`config.mk`:
```
export PLATFORM = sky130hd
export DESIGN_NAME = pvm_motion_block
export DESIGN_NICKNAME = d
export VERILOG_FILES = /design/src/core/pvm_pkg.sv /design/src/core/pvm_probe_if.sv /design/src/core/pvm_motion_block.sv /design/src/core/pvm_probe_capture.sv
export VERILOG_INCLUDE_DIRS = /design/src /design/src/core
export SDC_FILE = /design/constraint.sdc
export NUM_CORES = 1
export LEC_CHECK = 0
export BUFFER_PORTS_ARGS = -buffer_cell sky130_fd_sc_hd__buf_4
export CORE_MARGIN = 2
export CORE_UTILIZATION = 50
export CTS_CLUSTER_DIAMETER = 40
export DETAILED_ROUTE_END_ITERATION = 10
export PLACE_DENSITY = 0.81
export SETUP_SLACK_MARGIN = 0.15
export SLEW_MARGIN = 20
export SYNTH_ARGS = -nofsm -noshare
export SYNTH_HDL_FRONTEND = slang
export SYNTH_SLANG_ARGS = --single-unit
```
`constraint.sdc`:
```
create_clock -name clk -period 8.24 [get_ports clk]
set_input_delay 1.236 -clock clk [delete_from_list [all_inputs] [get_ports clk]]
set_output_delay 1.236 -clock clk [all_outputs]
set_load 0.02 [all_outputs]
```
`src/core/pvm_params.svh`:
```
// Constants for the probe and velocity motion block.
// Assumes inclusion by bare name from every core file that needs it.
`ifndef PVM_PARAMS_SVH
`define PVM_PARAMS_SVH

// Motion mode codes
`define PVM_MODE_TP_RISE   5'h02
`define PVM_MODE_TP_FALL   5'h03
`define PVM_MODE_VEL       5'h04

// Probe-miss action codes, seven bit two's complement
`define PVM_ACT_EMSTOP     7'h7d
`define PVM_ACT_STOP       7'h7e
`define PVM_ACT_OFF        7'h7f
`define PVM_ACT_HALT       7'h00
`define PVM_ACT_BLK_MAX    7'h20

// Error code for a missing probe edge
`define PVM_ERR_NO_PROBE   16'h1573
`define PVM_ERR_NONE       16'h0000

// Digital status output functions
`define PVM_FUNC_OFF       4'h0
`define PVM_FUNC_REF_ON    4'h1
`define PVM_FUNC_TGT       4'h2

// Reset values
`define PVM_POS_RST        32'h0000_0000
`define PVM_IDX_RST        6'h00
`define PVM_CNT_RST        32'h0000_0000
`define PVM_CNT_ONE        32'h0000_0001

`endif

```
`src/core/pvm_pkg.sv`:
```
// Types shared by the probe and velocity motion block.
// Assumes nothing beyond a SystemVerilog compiler.
package pvm_pkg;

   typedef enum logic [2:0] {
      st_idle,
      st_armed,
      st_move,
      st_vel,
      st_stop,
      st_halt,
      st_err
   } pvm_state_type;

endpackage

```
`src/core/pvm_probe_if.sv`:
```
// Link between the motion core and the probe capture unit.
// Assumes both ends run on the same clock.
interface pvm_probe_if #(parameter int POS_W = 32);
   logic                    rise_sel;
   logic signed [POS_W-1:0] act_pos;
   logic                    edge_hit;
   logic signed [POS_W-1:0] cap_pos;

   modport cap  (input rise_sel, act_pos, output edge_hit, cap_pos);
   modport core (output rise_sel, act_pos, input edge_hit, cap_pos);
endinterface

```
`src/core/pvm_motion_block.sv`:
```
// Touch-probe and velocity motion block with next-block selection.
// Assumes position, speed and sequencer inputs share clk; probe pin does not.
`include "pvm_params.svh"

module pvm_motion_block #(
   parameter int POS_W   = 32,
   parameter int IDX_W   = 6,
   parameter int SPD_TOL = 16
) (
   // Clock and reset
   input  wire logic                    clk,
   input  wire logic                    resetn,
   // Block sequencer
   input  wire logic                    blk_start,
   input  wire logic [4:0]              blk_mode,
   input  wire logic signed [POS_W-1:0] blk_distance,
   input  wire logic signed [POS_W-1:0] blk_speed,
   input  wire logic [POS_W-2:0]        window_len,
   input  wire logic [6:0]              miss_action,
   input  wire logic                    jog_done,
   input  wire logic                    err_ack,
   // Next-block sources and digital output functions
   input  wire logic [31:0]             delay_cycles,
   input  wire logic [IDX_W-1:0]        delay_next,
   input  wire logic                    event1,
   input  wire logic [IDX_W-1:0]        event1_next,
   input  wire logic                    event2,
   input  wire logic [IDX_W-1:0]        event2_next,
   input  wire logic                    int_event1,
   input  wire logic [IDX_W-1:0]        int1_next,
   input  wire logic                    int_event2,
   input  wire logic [IDX_W-1:0]        int2_next,
   input  wire logic [3:0][3:0]         dsig_func,
   // Probe pin and feedback
   input  wire logic                    probe_input,
   input  wire logic signed [POS_W-1:0] actual_pos,
   input  wire logic signed [POS_W-1:0] actual_speed,
   input  wire logic                    pos_in_window,
   input  wire logic                    drive_stopped,
   // Drive commands
   output logic                         move_go_ff,
   output logic signed [POS_W-1:0]      target_ff,
   output logic                         move_fwd_ff,
   output logic signed [POS_W-1:0]      vel_cmd_ff,
   output logic                         vel_active_ff,
   output logic                         stop_req_ff,
   output logic                         emg_ramp_ff,
   output logic                         drive_off_ff,
   // Sequencer and status
   output logic                         seq_halt_ff,
   output logic                         next_req_ff,
   output logic [IDX_W-1:0]             next_idx_ff,
   output logic                         error_ff,
   output logic [15:0]                  err_code_ff,
   output logic                         target_reached_ff,
   output logic                         speed_reached_ff,
   output logic [3:0]                   dig_out_ff
);

   if (POS_W < 8 || IDX_W < 6 || IDX_W > 7)
      $error("pvm_motion_block: POS_W or IDX_W out of range");

   function automatic logic signed [POS_W:0] pvm_dist(
      input logic signed [POS_W-1:0] a,
      input logic signed [POS_W-1:0] b,
      input logic                    fwd);
      logic signed [POS_W:0] d;
      d = {a[POS_W-1], a} - {b[POS_W-1], b};
      return fwd ? d : -d;
   endfunction

   pvm_probe_if #(.POS_W(POS_W)) p ();

   pvm_probe_capture u_cap (
      .clk         (clk),
      .resetn      (resetn),
      .probe_input (probe_input),
      .p           (p.cap)
   );

   pvm_pkg::pvm_state_type state_ff, nxt_state;
   logic signed [POS_W-1:0] win_start_ff, nxt_win_start;
   logic signed [POS_W-1:0] last_tgt_ff, nxt_last_tgt;
   logic signed [POS_W-1:0] nxt_target, nxt_vel_cmd, probe_tgt;
   logic [31:0]             dly_cnt_ff, nxt_dly_cnt;
   logic rise_sel_ff, nxt_rise_sel, blk_run_ff, nxt_blk_run;
   logic nxt_move_go, nxt_move_fwd, nxt_vel_active, nxt_stop_req;
   logic nxt_emg_ramp, nxt_drive_off, nxt_seq_halt, nxt_next_req;
   logic [IDX_W-1:0] nxt_next_idx;
   logic nxt_error, nxt_tgt_reached, nxt_spd_reached, miss;
   logic [15:0] nxt_err_code;
   logic [3:0]  nxt_dig_out;
   logic signed [POS_W:0] travelled, spd_err;

   assign p.rise_sel = rise_sel_ff;
   assign p.act_pos  = actual_pos;
   assign probe_tgt  = p.cap_pos + blk_distance;

   ////////////////////////////////////////////////////////////////////////
   always_comb
   begin
      nxt_state = state_ff;     nxt_win_start = win_start_ff;
      nxt_last_tgt = last_tgt_ff; nxt_target = target_ff;
      nxt_vel_cmd = vel_cmd_ff; nxt_dly_cnt = dly_cnt_ff;
      nxt_rise_sel = rise_sel_ff; nxt_blk_run = blk_run_ff;
      nxt_move_go = 1'b0;       nxt_move_fwd = move_fwd_ff;
      nxt_vel_active = 1'b0;    nxt_stop_req = stop_req_ff;
      nxt_emg_ramp = emg_ramp_ff; nxt_drive_off = drive_off_ff;
      nxt_seq_halt = seq_halt_ff; nxt_next_req = 1'b0;
      nxt_next_idx = next_idx_ff; nxt_error = error_ff;
      nxt_err_code = err_code_ff;
      travelled = pvm_dist(actual_pos, win_start_ff, move_fwd_ff);
      miss = state_ff == pvm_pkg::st_armed && !p.edge_hit && window_len != '0
             && travelled > $signed({2'b00, window_len});
      if (state_ff == pvm_pkg::st_move)
         nxt_move_fwd = target_ff > actual_pos;
      unique case (state_ff)
         pvm_pkg::st_armed:
         begin
            if (p.edge_hit)
            begin
               nxt_target   = probe_tgt;
               nxt_last_tgt = probe_tgt;
               nxt_vel_cmd  = '0;
               nxt_move_go  = 1'b1;
               nxt_state    = pvm_pkg::st_move;
            end
            else if (miss)
            begin
               nxt_vel_cmd = '0;
               if (miss_action == `PVM_ACT_EMSTOP || miss_action == `PVM_ACT_STOP)
               begin
                  nxt_emg_ramp = miss_action == `PVM_ACT_EMSTOP;
                  nxt_stop_req = 1'b1;
                  nxt_state    = pvm_pkg::st_stop;
               end
               else if (miss_action == `PVM_ACT_OFF)
               begin
                  nxt_drive_off = 1'b1;
                  nxt_error     = 1'b1;
                  nxt_err_code  = `PVM_ERR_NO_PROBE;
                  nxt_state     = pvm_pkg::st_err;
               end
               else if (miss_action == `PVM_ACT_HALT || miss_action[6]
                        || miss_action > `PVM_ACT_BLK_MAX)
               begin
                  nxt_seq_halt = 1'b1;
                  nxt_stop_req = 1'b1;
                  nxt_state    = pvm_pkg::st_halt;
               end
               else
               begin
                  nxt_next_req = 1'b1;
                  nxt_next_idx = miss_action[IDX_W-1:0];
                  nxt_state    = pvm_pkg::st_idle;
               end
            end
         end
         pvm_pkg::st_stop:
            if (drive_stopped)
            begin
               nxt_error    = 1'b1;
               nxt_err_code = `PVM_ERR_NO_PROBE;
               nxt_state    = pvm_pkg::st_err;
            end
         pvm_pkg::st_vel:
            nxt_vel_active = 1'b1;
         pvm_pkg::st_err:
            if (err_ack)
            begin
               nxt_error     = 1'b0;
               nxt_err_code  = `PVM_ERR_NONE;
               nxt_drive_off = 1'b0;
               nxt_stop_req  = 1'b0;
               nxt_state     = pvm_pkg::st_idle;
            end
         pvm_pkg::st_idle, pvm_pkg::st_move, pvm_pkg::st_halt:
            nxt_state = state_ff;
      endcase
      if (blk_run_ff && (state_ff == pvm_pkg::st_move || state_ff == pvm_pkg::st_vel
                         || state_ff == pvm_pkg::st_armed) && !miss && !p.edge_hit)
      begin
         nxt_dly_cnt = dly_cnt_ff + `PVM_CNT_ONE;
         nxt_next_req = 1'b1;
         if (int_event1)        nxt_next_idx = int1_next;
         else if (int_event2)   nxt_next_idx = int2_next;
         else if (event1)       nxt_next_idx = event1_next;
         else if (event2)       nxt_next_idx = event2_next;
         else if (delay_cycles != `PVM_CNT_RST && nxt_dly_cnt == delay_cycles)
            nxt_next_idx = delay_next;
         else
            nxt_next_req = 1'b0;
         if (nxt_next_req)
            nxt_blk_run = 1'b0;
      end
      if (blk_start && state_ff != pvm_pkg::st_err)
      begin
         nxt_dly_cnt  = `PVM_CNT_RST;
         nxt_blk_run  = 1'b1;
         nxt_next_req = 1'b0;
         nxt_seq_halt = 1'b0;
         nxt_stop_req = 1'b0;
         nxt_emg_ramp = 1'b0;
         nxt_move_go  = 1'b0;
         nxt_vel_cmd  = '0;
         nxt_state    = pvm_pkg::st_idle;
         if (blk_mode == `PVM_MODE_TP_RISE || blk_mode == `PVM_MODE_TP_FALL)
         begin
            nxt_rise_sel = blk_mode == `PVM_MODE_TP_RISE;
            nxt_win_start = jog_done ? actual_pos : last_tgt_ff;
            nxt_move_fwd  = !blk_speed[POS_W-1];
            nxt_vel_cmd   = blk_speed;
            nxt_state     = pvm_pkg::st_armed;
         end
         else if (blk_mode == `PVM_MODE_VEL)
         begin
            nxt_vel_cmd    = blk_speed;
            nxt_vel_active = 1'b1;
            nxt_state      = pvm_pkg::st_vel;
         end
      end
      nxt_last_tgt = jog_done && nxt_state == pvm_pkg::st_idle ? actual_pos : nxt_last_tgt;
      nxt_tgt_reached = (target_reached_ff || state_ff == pvm_pkg::st_move)
                        && pos_in_window && !blk_start;
      spd_err = pvm_dist(actual_speed, vel_cmd_ff, actual_speed >= vel_cmd_ff);
      nxt_spd_reached = vel_active_ff && spd_err <= (POS_W + 1)'(SPD_TOL);
      for (int i = 0; i < 4; i++)
         nxt_dig_out[i] = (dsig_func[i] == `PVM_FUNC_REF_ON && nxt_spd_reached)
                          || (dsig_func[i] == `PVM_FUNC_TGT && nxt_tgt_reached);
   end

   always_ff @(posedge clk)
   begin
      if (!resetn)
      begin
         state_ff <= pvm_pkg::st_idle;    win_start_ff <= `PVM_POS_RST;
         last_tgt_ff <= `PVM_POS_RST;     target_ff <= `PVM_POS_RST;
         vel_cmd_ff <= `PVM_POS_RST;      dly_cnt_ff <= `PVM_CNT_RST;
         rise_sel_ff <= 1'b1;             blk_run_ff <= 1'b0;
         move_go_ff <= 1'b0;              move_fwd_ff <= 1'b1;
         vel_active_ff <= 1'b0;           stop_req_ff <= 1'b0;
         emg_ramp_ff <= 1'b0;             drive_off_ff <= 1'b0;
         seq_halt_ff <= 1'b0;             next_req_ff <= 1'b0;
         next_idx_ff <= `PVM_IDX_RST;     error_ff <= 1'b0;
         err_code_ff <= `PVM_ERR_NONE;    target_reached_ff <= 1'b0;
         speed_reached_ff <= 1'b0;        dig_out_ff <= 4'h0;
      end
      else
      begin
         state_ff <= nxt_state;           win_start_ff <= nxt_win_start;
         last_tgt_ff <= nxt_last_tgt;     target_ff <= nxt_target;
         vel_cmd_ff <= nxt_vel_cmd;       dly_cnt_ff <= nxt_dly_cnt;
         rise_sel_ff <= nxt_rise_sel;     blk_run_ff <= nxt_blk_run;
         move_go_ff <= nxt_move_go;       move_fwd_ff <= nxt_move_fwd;
         vel_active_ff <= nxt_vel_active; stop_req_ff <= nxt_stop_req;
         emg_ramp_ff <= nxt_emg_ramp;     drive_off_ff <= nxt_drive_off;
         seq_halt_ff <= nxt_seq_halt;     next_req_ff <= nxt_next_req;
         next_idx_ff <= nxt_next_idx;     error_ff <= nxt_error;
         err_code_ff <= nxt_err_code;     target_reached_ff <= nxt_tgt_reached;
         speed_reached_ff <= nxt_spd_reached;
         dig_out_ff <= nxt_dig_out;
      end
   end
endmodule

```
`src/core/pvm_probe_capture.sv`:
```
// Probe pin synchroniser, edge detector and position latch.
// Assumes the probe pin is asynchronous to clk.
`include "pvm_params.svh"

module pvm_probe_capture (
   // Clock and reset
   input  wire logic clk,
   input  wire logic resetn,
   // Dedicated probe pin
   input  wire logic probe_input,
   // Core side
   pvm_probe_if.cap  p
);

   logic sync1_ff;
   logic sync2_ff;
   logic prev_ff;
   logic hit_ff;
   logic signed [$bits(p.cap_pos)-1:0] cap_ff;
   logic nxt_sync1;
   logic nxt_sync2;
   logic nxt_prev;
   logic nxt_hit;
   logic signed [$bits(p.cap_pos)-1:0] nxt_cap;
   logic edge_seen;

   ////////////////////////////////////////////////////////////////////////
   always_comb
   begin
      nxt_sync1 = probe_input;
      nxt_sync2 = sync1_ff;
      nxt_prev  = sync2_ff;
      edge_seen = p.rise_sel ? (sync2_ff & ~prev_ff) : (~sync2_ff & prev_ff);
      nxt_hit   = edge_seen;
      nxt_cap   = edge_seen ? p.act_pos : cap_ff;
   end

   always_ff @(posedge clk)
   begin
      if (!resetn)
      begin
         sync1_ff <= 1'b0;
         sync2_ff <= 1'b0;
         prev_ff  <= 1'b0;
         hit_ff   <= 1'b0;
         cap_ff   <= `PVM_POS_RST;
      end
      else
      begin
         sync1_ff <= nxt_sync1;
         sync2_ff <= nxt_sync2;
         prev_ff  <= nxt_prev;
         hit_ff   <= nxt_hit;
         cap_ff   <= nxt_cap;
      end
   end

   assign p.edge_hit = hit_ff;
   assign p.cap_pos  = cap_ff;
endmodule

```
==> results.md <==
- Levels on crit path: 25
- Hold Path Class: reg -> reg
- TritonCTS Buffers: 35
- Final hold violation count: 0
- Root Buffer Master: clkbuf_16
- Top cell type's share of synthesized area: 21.72%
- Fin crit share: around 90%
- Worst path top cell family by delay: simple AND/OR/NAND/NOR gates
- Filler instances: 3630
- Mean Syn Cell Area: ~7.6 um^2
- Die extent in y: about 210 um
- Cells after Synth: between 2000 and 3000
- Min Tclk post-route: 7.397 ns
- Cts hold-fix bufs: 0
- Buffers & Inverters on Critical Path: 3
- Static Leakage: about 10 nW
- Rel. slew slack: between 20% and 30%
- Reg2Reg Depth: 23
- Critical Path End Type: flip-flop
- CP max stage delay: about 0.50 ns
- Die X-Extent: approximately 210 um
- Clock Latency Late Sink: 0.55 ns
- Max-cap violations: 0
- # resized after CTS: 0
- Placed cell count: around 3500
- PD cells: approximately 150 nW/um^2
- Reg-to-reg critical path endpoint: last_tgt_ff[24]
- Area grow syn2layout: 19.71%
- Data required, critical path: 8.61 ns
- Synthesized flop and latch total: 222
- Detailed Place HPWL: 54720 um
- Clock Path Buffers: 3
- Final Max Slew Viols: 0
- Reg-to-reg startpoint: win_start_ff[0]
- Layout Skew: roughly 0.016 ns
- Critical Path Start Type: primary input
- PortBufs: roughly 350
- CTS Sinks: 222
- Via/cell ratio: 6.130
- Layout cells sized above 1: 18.12%
- FF-to-FF setup slack: about 1.4 ns
- GRT Overall Usage: 31.87%
- Io pins: 362
- Initial Util: ~50%
- Top post-synthesis cells by area: dfxtp_1 (22%), ha_1 (9.8%), a21oi_1 (5.3%)
- Setup violators final: 0
- Die area: about 43000 um^2
- Drt initial violations: about 2000
- Final net count: between 3000 and 4000
- Routed len/inst: between 15 and 20 um
- CP Max Fanout: 28
- Crit path capture: last_tgt_ff[24]
- Synth area leader: dfxtp_1
- Number of setup buffers added after CTS: 0
- Switch share: a little under a third
- Post-synth EDFFs: 0
- Ys flop type: dfxtp_1
- Actual slew at the worst max-slew pin: about 1.1 ns
- Clk slew on worst S/H paths: about 0.05 ns
- Remaining DRCs: 0
- Initial antenna violation count: 7
- Seq/Total Area, Yosys: a little over a fifth
- Slowest CP cell: nor4_1
- 1st-pass router iterations: 6
- Count of cell types in the netlist: about 120
- Final WL: 69830 um
- Cell area after synthesis: 20460 um^2
- First-pass GRT wire length: 108200 um
- TritonCTS clock tree: done
- Vias in the first global route: 20260
- RSZ-0062 raised after global routing: no
- Worst vdd ir: between 100 and 150 uV
- Core region area: 40650 um^2
- Setup TNS Final: 0 ns
- Comb pwr share: around a quarter
- Max Fclk: between 100 and 150 MHz
- Clock power frac: 42.5%
- Arr. time, crit path: ~7.8 ns
- Int Pwr: approximately 2.5 mW
- Row Count: 74
- Outcome: finished clean
- Syn. warnings: 0
- Sw power: about 1.1 mW
- Asr flop ratio synth: 0%
- H-Tree Depth: 2
- Non-filler cells in the finished layout: ~3500
- Worst Setup SP: actual_pos[0]
- Antenna violation net count after detailed routing: 0
- Via count: ~22000
- Routability congestion estimate: 0.9983
- Kind of critical path: in -> reg
- Sequential power share: 31.1%
- Overflow left after global routing: 0
- Pin count of the biggest net entering global routing: 89
- Core Util, Final: between 60% and 70%
- Final Power: around 3.6 mW
layout make-up:
cell class	instances	area, um^2	area share (%)
diodes	5	12.51	0.05108
clock buffers	44	972.2	3.969
clock inverters	17	219.0	0.8939
inverters	170	640.6	2.615
multi-input cells	2155	14750	60.21
flip-flops and latches	222	4444	18.14
well taps	532	665.6	2.717
repair buffers	372	2793	11.40
cell families (layout without fill, tap and decap cells):
group,after synthesis,after routing,share of synthesized area [%]
AO/OA/AOI/OAI,785,785,27.44
XOR/XNOR,168,168,7.301
adder cells (fa/ha/maj),163,163,10.08
buffers and inverters,322,603,6.592
flip-flops,222,222,21.72
multiplexers,53,53,2.617
other,1,13,0.01833
AND/OR/NAND/NOR,978,978,24.23
flip-flops by register name, summed over array words and instances (netlist names), 3 cells and up:
register / count
dig_out_ff: 4
dly_cnt_ff: 32
last_tgt_ff: 32
next_idx_ff: 6
state_ff: 3
target_ff: 32
u_cap.p.cap_pos: 32
vel_cmd_ff: 32
win_start_ff: 32
stage by stage:
stage / setup slack (ns) / hold WS, ns / area [um^2]
finish: 0.8426 / 0.4349 / 24490
global route: 0.3517 / 0.4441 / 24490
CTS: 0.9672 / 0.4359 / 24480
detailed placement: 0.4493 / 0.4219 / 23290
global placement: 0.6258 / 0.4160 / 23290
floorplan: 1.607 / 0.4119 / 20490
worst min-delay path by stage:
stage | startpoint | end | slack (ns) | cells after the start
floorplan | u_cap.nxt_sync2 | u_cap.nxt_prev | 0.41 | 1
global placement | u_cap.nxt_sync2 | u_cap.nxt_prev | 0.42 | 1
detailed placement | u_cap.nxt_sync2 | u_cap.nxt_prev | 0.42 | 1
CTS | u_cap.nxt_sync2 | u_cap.nxt_prev | 0.44 | 1
global route | u_cap.nxt_sync2 | u_cap.nxt_prev | 0.44 | 1
finish | u_cap.nxt_sync2 | u_cap.nxt_prev | 0.43 | 1
placed cells by master (no fill, tap or decap), drive strengths merged, types with 11 or more instances in the layout:
cell     netlist  routed
a2111oi       12      12
a211oi        56      56
a21o          59      59
a21oi        227     227
a22oi         40      40
a311oi        25      25
a31oi         20      20
and2          20      20
and3          36      36
buf           58     372
clkbuf        94      44
dfxtp        222     222
ha           160     160
inv          170     172
mux2i         49      49
nand2        289     289
nand2b        30      30
nand3         67      67
nand4         46      46
nor2         235     235
nor2b         31      31
nor3          55      55
nor4          64      64
o2111ai       17      17
o211a         11      11
o211ai        38      38
o21a          36      36
o21ai        109     109
o21bai        12      12
o31ai         11      11
or2           15      15
or3           26      26
xnor2         95      95
xor2          73      73
cell usage after synthesis (all sizes together) (20+ instances only):
cell    count
dfxtp     222
inv       170
a211oi     56
nand3      67
buf        58
clkbuf     94
nand2     289
mux2i      49
o21ai     109
and3       36
a21oi     227
nand4      46
xnor2      95
a22oi      40
nor3       55
o21a       36
ha        160
nor4       64
and2       20
nor2      235
o211ai     38
nor2b      31
a21o       59
xor2       73
a311oi     25
nand2b     30
a31oi      20
or3        26
power groups by stage:
stage                     sequential (mW)  combinational (mW)  clock (mW)
after floorplan                      1.14               0.631           0
after global placement               1.14               0.904           0
after detailed placement             1.14               0.927           0
after CTS                            1.12               0.932        1.54
after global routing                 1.12                1.03        1.59
final                                1.12               0.948        1.53
worst register-to-register path, cell delays in order (launching register included):
cell       delay [ns]
dfxtp_1          0.32
ha_1             0.22
fa_1             0.40
and2b_2          0.28
o2111ai_4        0.17
a211oi_2         0.46
nor3_2           0.12
xnor2_1          0.22
nor2_1           0.29
nand4b_1         0.24
nor3b_1          0.34
a21oi_1          0.13
xor2_1           0.16
ha_1             0.32
nand4_1          0.12
nor4_1           0.50
nand2_1          0.14
nor4_1           0.33
o21ai_0          0.19
mux2i_4          0.47
o31a_1           0.49
or3_1            0.17
buf_4            0.38
a311oi_2         0.19
metal layers:
layer	GRT usage, %	routed length, um	up-vias
li1	-	-	10370
met1	43.21	30730	10140
met2	50.48	31320	909
met3	5.803	5507	134
met4	11.40	2256	4
met5	0	25	-
(Power assumes the default switching activity.)
